--- config.mk ---
export PLATFORM = sky130hd
export DESIGN_NAME = sporeg_bank
export DESIGN_NICKNAME = d
export VERILOG_FILES = /design/src/sporeg_bank.v /design/src/sporeg_mode_defaults.v
export VERILOG_INCLUDE_DIRS = /design/src /design/src/src
export SDC_FILE = /design/constraint.sdc
export NUM_CORES = 1
export LEC_CHECK = 0
export BUFFER_PORTS_ARGS = -buffer_cell sky130_fd_sc_hd__buf_2
export CORE_MARGIN = 2
export CORE_UTILIZATION = 40
export CTS_BUF_LIST = sky130_fd_sc_hd__clkbuf_16
export DETAILED_ROUTE_END_ITERATION = 12
export GPL_ROUTABILITY_DRIVEN = 0
export GPL_TIMING_DRIVEN = 0
export SYNTH_ARGS = -nofsm -noshare
export SYNTH_HDL_FRONTEND = slang
export SYNTH_SLANG_ARGS = --single-unit
--- constraint.sdc ---
create_clock -name clock -period 3.81 [get_ports clock]
set_input_delay 0.1905 -clock clock [delete_from_list [all_inputs] [get_ports clock]]
set_output_delay 0.1905 -clock clock [all_outputs]
set_load 0.005 [all_outputs]
--- src/sporeg_defines.vh ---
// Purpose: constants for the scale, pan and output size register bank
// Assumes: byte-wide serial register port, 40 MHz clock
// Notes: offsets are byte addresses on the register port
`ifndef SPOREG_DEFINES_VH
`define SPOREG_DEFINES_VH
// ----------------------------------------
// Register byte addresses
// ----------------------------------------
`define SPO_VSS_LO 8'h6e
`define SPO_VSS_HI 8'h6f
`define SPO_HPAN_LO 8'h70
`define SPO_HPAN_HI 8'h71
`define SPO_VPAN_LO 8'h72
`define SPO_VPAN_HI 8'h73
`define SPO_PIX_LO 8'h74
`define SPO_PIX_HI 8'h75
`define SPO_LIN_LO 8'h76
`define SPO_LIN_HI 8'h77
// ----------------------------------------
// Reset values and ranges
// ----------------------------------------
`define SPO_PIX_RESET 16'h0292
`define SPO_LIN_RESET 16'h019c
`define SPO_SIZE_MIN 16'h0080
`define SPO_SIZE_MAX 16'h07ff
// ----------------------------------------
// Timing
// ----------------------------------------
`define SPO_CLK_HZ 40000000
`define SPO_LIMIT_MS 25
`define SPO_LIMIT_CYCLES (`SPO_CLK_HZ / 1000 * `SPO_LIMIT_MS)
`endif

--- src/sporeg_bank.v ---
// Purpose: scale step, pan and output size register bank
// Assumes: byte register port from the serial interface, same clock
// Notes: limits are computed after a settle delay, then clamped
`timescale 1ns/1ps
`include "sporeg_defines.vh"
module sporeg_bank #(
	parameter LIMIT_CYCLES = `SPO_LIMIT_CYCLES
) (
	input wire clock,
	input wire resetn,
	input wire regWrite,
	input wire regRead,
	input wire [7:0] regAddr,
	input wire [7:0] regWdata,
	output reg [7:0] regRdata,
	output reg regHit,
	input wire zoomMode,
	input wire [1:0] outputClockSelect,
	input wire progressiveInterlaceSelect,
	input wire tvStandardSelect,
	input wire [15:0] vssLimit,
	input wire [15:0] hpanLimit,
	input wire [15:0] vpanLimit,
	input wire errorClear,
	output reg sizeError,
	output reg limitBusy,
	output reg [15:0] verticalScaleStep,
	output reg [15:0] panX,
	output reg [15:0] panY,
	output reg panEnable,
	output reg [15:0] outputLinePixels,
	output reg [15:0] outputFrameLines,
	output reg modeCalc
);
	// ----------------------------------------
	// Declarations
	// ----------------------------------------
	localparam ST_IDLE = 2'd0;
	localparam ST_WAIT = 2'd1;
	localparam ST_CLAMP = 2'd2;
	reg [1:0] state;
	reg [31:0] waitCount;
	reg [3:0] modeLast;
	reg modeValid;
	reg [15:0] shadowVss;
	reg [15:0] shadowHpan;
	reg [15:0] shadowVpan;
	reg [15:0] shadowPix;
	reg [15:0] shadowLin;
	wire [3:0] modeNow;
	wire [15:0] defaultPixels;
	wire [15:0] defaultLines;
	wire [15:0] vssClamped;
	wire [15:0] hpanClamped;
	wire [15:0] vpanClamped;
	wire limitWrite;
	wire pixHiWrite;
	wire linHiWrite;
	wire [15:0] newPix;
	wire [15:0] newLin;
	wire pixInRange;
	wire linInRange;
	wire modeChange;
	assign modeNow = {tvStandardSelect, progressiveInterlaceSelect,
		outputClockSelect};
	// ----------------------------------------
	// Mode default table
	// ----------------------------------------
	sporeg_mode_defaults modeTable (
		.mode(modeNow),
		.pixels(defaultPixels),
		.lines(defaultLines)
	);
	// Symmetric signed clamp to the computed limit
	function [15:0] clampSigned;
		input [15:0] value;
		input [15:0] limit;
		reg signed [15:0] sv;
		reg signed [15:0] lim;
		begin
			sv = value;
			lim = limit;
			if (lim < 0)
				lim = -lim;
			if (sv > lim)
				clampSigned = lim;
			else if (sv < -lim)
				clampSigned = -lim;
			else
				clampSigned = value;
		end
	endfunction
	assign vssClamped = clampSigned(verticalScaleStep, vssLimit);
	assign hpanClamped = clampSigned(shadowHpan, hpanLimit);
	assign vpanClamped = clampSigned(shadowVpan, vpanLimit);
	// Writes that start a limit computation
	assign limitWrite = regWrite && (regAddr >= `SPO_VSS_LO) &&
		(regAddr <= `SPO_VPAN_HI);
	assign pixHiWrite = regWrite && (regAddr == `SPO_PIX_HI);
	assign linHiWrite = regWrite && (regAddr == `SPO_LIN_HI);
	assign newPix = {regWdata, shadowPix[7:0]};
	assign newLin = {regWdata, shadowLin[7:0]};
	assign pixInRange = (newPix >= `SPO_SIZE_MIN) &&
		(newPix <= `SPO_SIZE_MAX);
	assign linInRange = (newLin >= `SPO_SIZE_MIN) &&
		(newLin <= `SPO_SIZE_MAX);
	assign modeChange = modeValid && (modeNow != modeLast);
	// ----------------------------------------
	// Register writes and limit controller
	// ----------------------------------------
	// Byte writes, settle timer, clamp write-back
	always @(posedge clock or negedge resetn)
	begin
		if (!resetn)
		begin
			state <= ST_IDLE;
			waitCount <= 32'h0000_0000;
			verticalScaleStep <= 16'h0000;
			shadowHpan <= 16'h0000;
			shadowVpan <= 16'h0000;
			shadowPix <= `SPO_PIX_RESET;
			shadowLin <= `SPO_LIN_RESET;
			outputLinePixels <= `SPO_PIX_RESET;
			outputFrameLines <= `SPO_LIN_RESET;
			sizeError <= 1'b0;
			modeCalc <= 1'b0;
			modeLast <= 4'h0;
			modeValid <= 1'b0;
		end
		else
		begin
			modeCalc <= 1'b0;
			modeLast <= modeNow;
			modeValid <= 1'b1;
			if (errorClear)
				sizeError <= 1'b0;
			case (regWrite ? regAddr : 8'h00)
				`SPO_VSS_LO: verticalScaleStep[7:0] <= regWdata;
				`SPO_VSS_HI: verticalScaleStep[15:8] <= regWdata;
				`SPO_HPAN_LO: shadowHpan[7:0] <= regWdata;
				`SPO_HPAN_HI: shadowHpan[15:8] <= regWdata;
				`SPO_VPAN_LO: shadowVpan[7:0] <= regWdata;
				`SPO_VPAN_HI: shadowVpan[15:8] <= regWdata;
				`SPO_PIX_LO: shadowPix[7:0] <= regWdata;
				`SPO_PIX_HI: shadowPix[15:8] <= regWdata;
				`SPO_LIN_LO: shadowLin[7:0] <= regWdata;
				`SPO_LIN_HI: shadowLin[15:8] <= regWdata;
				default: ;
			endcase
			// Size commit on high byte; error set wins over clear
			if (pixHiWrite)
			begin
				if (pixInRange)
				begin
					outputLinePixels <= newPix;
					modeCalc <= 1'b1;
				end
				else
					sizeError <= 1'b1;
			end
			if (linHiWrite)
			begin
				if (linInRange)
				begin
					outputFrameLines <= newLin;
					modeCalc <= 1'b1;
				end
				else
					sizeError <= 1'b1;
			end
			// Output mode change reloads both sizes
			if (modeChange)
			begin
				outputLinePixels <= defaultPixels;
				outputFrameLines <= defaultLines;
				shadowPix <= defaultPixels;
				shadowLin <= defaultLines;
				modeCalc <= 1'b1;
			end
			// Limit computation sequence
			case (state)
				ST_IDLE:
				begin
					if (limitWrite)
					begin
						state <= ST_WAIT;
						waitCount <= 32'h0000_0000;
					end
				end
				ST_WAIT:
				begin
					if (limitWrite)
						waitCount <= 32'h0000_0000;
					else if (waitCount >= LIMIT_CYCLES - 1)
						state <= ST_CLAMP;
					else
						waitCount <= waitCount + 32'h0000_0001;
				end
				ST_CLAMP:
				begin
					state <= ST_IDLE;
					if (!limitWrite)
					begin
						verticalScaleStep <= vssClamped;
						shadowHpan <= hpanClamped;
						shadowVpan <= vpanClamped;
					end
					else
						state <= ST_WAIT;
				end
				default: state <= ST_IDLE;
			endcase
		end
	end
	// ----------------------------------------
	// Pan outputs
	// ----------------------------------------
	// Pan drives the window only in zoom mode
	always @(posedge clock or negedge resetn)
	begin
		if (!resetn)
		begin
			panX <= 16'h0000;
			panY <= 16'h0000;
			panEnable <= 1'b0;
			limitBusy <= 1'b0;
		end
		else
		begin
			panEnable <= zoomMode;
			panX <= zoomMode ? shadowHpan : 16'h0000;
			panY <= zoomMode ? shadowVpan : 16'h0000;
			// Busy from the edge after the write that starts a wait
			limitBusy <= (state != ST_IDLE) || limitWrite;
		end
	end
	// ----------------------------------------
	// Read port
	// ----------------------------------------
	// Registered read data, zero outside the bank
	always @(posedge clock or negedge resetn)
	begin
		if (!resetn)
		begin
			regRdata <= 8'h00;
			regHit <= 1'b0;
		end
		else
		begin
			regHit <= regRead && (regAddr >= `SPO_VSS_LO) &&
				(regAddr <= `SPO_LIN_HI);
			case (regRead ? regAddr : 8'h00)
				`SPO_VSS_LO: regRdata <= verticalScaleStep[7:0];
				`SPO_VSS_HI: regRdata <= verticalScaleStep[15:8];
				`SPO_HPAN_LO: regRdata <= shadowHpan[7:0];
				`SPO_HPAN_HI: regRdata <= shadowHpan[15:8];
				`SPO_VPAN_LO: regRdata <= shadowVpan[7:0];
				`SPO_VPAN_HI: regRdata <= shadowVpan[15:8];
				`SPO_PIX_LO: regRdata <= outputLinePixels[7:0];
				`SPO_PIX_HI: regRdata <= outputLinePixels[15:8];
				`SPO_LIN_LO: regRdata <= outputFrameLines[7:0];
				`SPO_LIN_HI: regRdata <= outputFrameLines[15:8];
				default: regRdata <= 8'h00;
			endcase
		end
	end
endmodule // sporeg_bank

--- src/sporeg_mode_defaults.v ---
// Purpose: default output size for each output mode
// Assumes: mode is {tv standard, progressive, clock select[1:0]}
// Notes: combinational lookup
`timescale 1ns/1ps
module sporeg_mode_defaults (
	input wire [3:0] mode,
	output reg [15:0] pixels,
	output reg [15:0] lines
);
	// ----------------------------------------
	// Mode table
	// ----------------------------------------
	// Low three mode bits select one table row; the tv standard bit is not decoded
	always @*
	begin
		case (mode[2:0])
			3'd0:
			begin
				pixels = 16'h0292;
				lines = 16'h019c;
			end
			3'd1:
			begin
				pixels = 16'h0334;
				lines = 16'h01f0;
			end
			3'd2:
			begin
				pixels = 16'h0280;
				lines = 16'h01e0;
			end
			3'd3:
			begin
				pixels = 16'h0320;
				lines = 16'h0258;
			end
			3'd4:
			begin
				pixels = 16'h038c;
				lines = 16'h021c;
			end
			3'd5:
			begin
				pixels = 16'h0292;
				lines = 16'h019c;
			end
			3'd6:
			begin
				pixels = 16'h0392;
				lines = 16'h019c;
			end
			3'd7:
			begin
				pixels = 16'h0392;
				lines = 16'h01f0;
			end
			default:
			begin
				pixels = `SPO_PIX_RESET;
				lines = `SPO_LIN_RESET;
			end
		endcase
	end
endmodule // sporeg_mode_defaults

==> metrics.md <==
| Metric | Value |
|---|---|
| Status | finished, violations left |
| Failing checks | negative setup slack |
| Via density | 5.85 |
| Largest cells by area after synthesis | dfrtp_1 (31%), ha_1 (9.4%), xor2_1 (4.4%) |
| Area leader, netlist | dfrtp_1 |
| Vias in the first global route | roughly 13000 |
| Worst setup margin | -0.0322 ns |
| # DRC | 0 |
| WL/cell | 20.8 microns |
| Area Growth Syn to Fin | 31.7% |
| Ant diodes | 0 |
| Final hold vios | 0 |
| RSZ-0062 raised after global routing | yes |
| Synthesized net count | 1626 |
| Sink Count | 180 |
| Mapped Avg Cell Area | 9.26 sq um |
| Post-route ant nets | 0 |
| Num CTS Buffers | 17 |
| Post-synth top area share | 0.305 |
| PD cells | 319 nW/um^2 |
| Die Ht | about 190 microns |
| Worst Hold Slack | 0.0875 ns |
| Clk slew on worst S/H paths | 0.08 ns |
| Global route overflow | 0 |
| CTS H-tree lvls | 4 |
| Post-synthesis sequential area ratio | 0.337 |
| First-pass DRT Iterations | 6 |
| Total detailed-routing wirelength | 45900 microns |
| Async S/R FF share, synth | 1.00 |
| CTS root buf | clkbuf_16 |
| Initial Utilization | 0.404 |
| Initial DRC Count | 895 |
| Tmin final | 3.84 ns |
| Boundary pin count | 167 |
| CP required | around 4.2 ns |
| Total Nets Final | around 1900 |
| Leak | 8.15 nW |
| Max_cap viols | 0 |
| DP HPWL | 32500 microns |
| Fmax | 260 MHz |
| Count of final max-slew check failures | 0 |
| Period utilisation layout | 1.01 |
| Via count | 12900 |
| Bufs on Longest Clock Path | 2 |
| Worst Max-Slew Pin Slew | 1.02 ns |
| Most used DFF post-synth | dfrtp_1 |
| Reg2reg setup slack | 0.68 ns |
| Netlist cell types | 94 |
| Final setup violation count | 9 |
| CP arrival | 4.19 ns |
| Cell area after synthesis | about 13000 sq um |
| Antenna violations before repair | 1 |
| Number of enable flip-flop cells after synthesis | 0 |
| Setup TNS Final | -0.0772 ns |
| Die W | 187 microns |
| Total GRT Usage | 0.255 |
| CP max FO | 8 |
| Worst Path Class, Setup | in2reg |
| DIE AREA | 35100 sq um |
| Worst-Skew Late Latency | 0.47 ns |
| CP Launch Type | input pin |
| Worst Hold Class | in2reg |
| Clock Skews | 0.0213 ns |
| Ys Warns | 0 |
| Rows | 67 |
| Relative slew slack | 0.313 |
| First-pass GRT wire length | 70700 microns |
| CTS tree | done |
| IO buf count | 153 |
| Critical Path Sink Type | flip-flop |
| Core ar. | 33300 sq um |
| Synth Instances | 1451 |
| Largest net degree at the start of global routing | 109 |
| Worst VDD drop | between 300 and 400 uV |
| Layout cells sized above 1 | 0.300 |
| Synth Register Bits | 180 |
==> synth_stat cells (all sizes together) (9+ instances only) <==
| cell | instances |
|---|---|
| xor2 | 68 |
| and3 | 36 |
| and2 | 48 |
| xnor2 | 52 |
| mux2i | 41 |
| buf | 18 |
| a31oi | 12 |
| a21oi | 83 |
| ha | 101 |
| a211oi | 15 |
| o41ai | 14 |
| nand2 | 62 |
| o21ai | 69 |
| o2bb2ai | 17 |
| clkbuf | 62 |
| dfstp | 16 |
| nand3 | 38 |
| o211ai | 11 |
| nor4 | 16 |
| or4 | 13 |
| o22a | 12 |
| a32oi | 9 |
| or3 | 23 |
| o22ai | 26 |
| nor2 | 92 |
| nor2b | 39 |
| nor3 | 32 |
| inv | 42 |
| a21o | 21 |
| o31ai | 18 |
| dfrtp | 164 |
| a22oi | 25 |
| nand4 | 21 |
| a2bb2oi | 15 |
==> per-layer routing <==
layer / track usage / vias to the layer above / wire length, microns
li1: - / 6013 / -
met1: 0.340 / 6416 / 20100
met2: 0.422 / 406 / 22000
met3: 0.0396 / 82 / 2370
met4: 0.0842 / 2 / 1310
met5: 0 / - / 9
==> cells in the final DEF (no fill, tap or decap), types with 25 or more instances in the layout <==
cell type,instances
inv_1,36
ha_1,91
nor2_1,87
dfrtp_1,164
buf_4,106
and3_1,33
buf_2,145
nand2_1,60
nor2b_1,38
mux2i_1,39
a21oi_1,76
a22oi_1,25
and2_1,47
o22ai_1,26
o21ai_0,48
nand3_1,36
clkbuf_1,50
xor2_1,52
xnor2_1,42
==> timing repair <==
item | CTS | global route
buffers inserted | 40 | 77
resized for setup | 97 | 119
pin swaps | 42 | 73
hold endpoints to repair | 108 | 0
setup endpoints to repair | 48 | 48
cloned | 4 | 2
hold buffers | 7 | 0
==> logic make-up (layout without fill, tap and decap cells) <==
group,after synthesis,after routing,synth area share
simple gates,457,457,0.185
compound gates,415,415,0.224
flops,180,180,0.337
buf+inv,123,433,0.0367
xor+xnor,122,122,0.0815
fa+ha+maj,102,102,0.0948
mux,51,51,0.0406
other cells,1,1,0.000279
==> registers in the layout, indices dropped and copies added, names as in the netlist, 16 cells and up <==
signal             cells
panY                  16
panX                  16
shadowHpan            16
shadowVpan            16
outputLinePixels      16
verticalScaleStep     16
outputFrameLines      16
waitCount             32
==> final cells by class <==
class / count / area, sq um
buffer: 75 / 422
clock buffer: 17 / 425
clock inverter: 15 / 185
fill: 3044 / 15600
inverter: 43 / 171
multi-input combinational: 1148 / 9480
sequential: 180 / 4520
tap: 448 / 561
timing repair buffer: 283 / 1930
==> stage by stage <==
stage / utilization / instance area [sq um] / worst slack, ns / std cells / power, W
floorplan: - / 13700 / -0.282 / 1451 / 0.00307
global placement: 0.452 / 15100 / -1.17 / 2052 / 0.00349
detailed placement: 0.454 / 15100 / -1.20 / 2054 / 0.00353
CTS: 0.498 / 16600 / -0.101 / 2133 / 0.00552
global route: 0.532 / 17700 / -0.118 / 2209 / 0.00592
finish: 0.532 / 17700 / -0.0322 / 2209 / 0.00565
==> report_power, final <==
part           internal (W)  total, W  switching (W)
sequential          0.00205   0.00221       0.000160
clock              0.000948   0.00188       0.000936
combinational      0.000696   0.00155       0.000856
==> worst max-delay path: stages <==
cell and delay, ns:
buf_8 0.10, or4_4 0.56, or4_4 0.52, o31a_1 0.28
xor2_2 0.24, inv_2 0.10, ha_4 0.22, and4_4 0.18
nand4_1 0.14, inv_1 0.06, o211a_1 0.14, o41a_1 0.42
buf_6 0.15, nor2_4 0.10, nor4b_4 0.24, buf_6 0.19
a21oi_4 0.07, o22a_1 0.26
==> final timing paths <==
| kind | startpoint | end | cells past startpoint |
|---|---|---|---|
| setup reg to reg | waitCount[6]$_DFFE_PN0P_ | waitCount[14]$_DFFE_PN0P_ | 10 |
| max in group asynchronous | resetn | outputLinePixels[9]$_DFFE_PN1P_ | 3 |
| setup / recovery | vpanLimit[4] | shadowVpan[10]$_DFFE_PN0P_ | 18 |
| hold reg to reg | waitCount[22]$_DFFE_PN0P_ | waitCount[22]$_DFFE_PN0P_ | 1 |
| min in group asynchronous | resetn | waitCount[20]$_DFFE_PN0P_ | 2 |
| hold / removal | regRead | regHit$_DFF_PN0_ | 2 |
(Power assumes the default switching activity.)
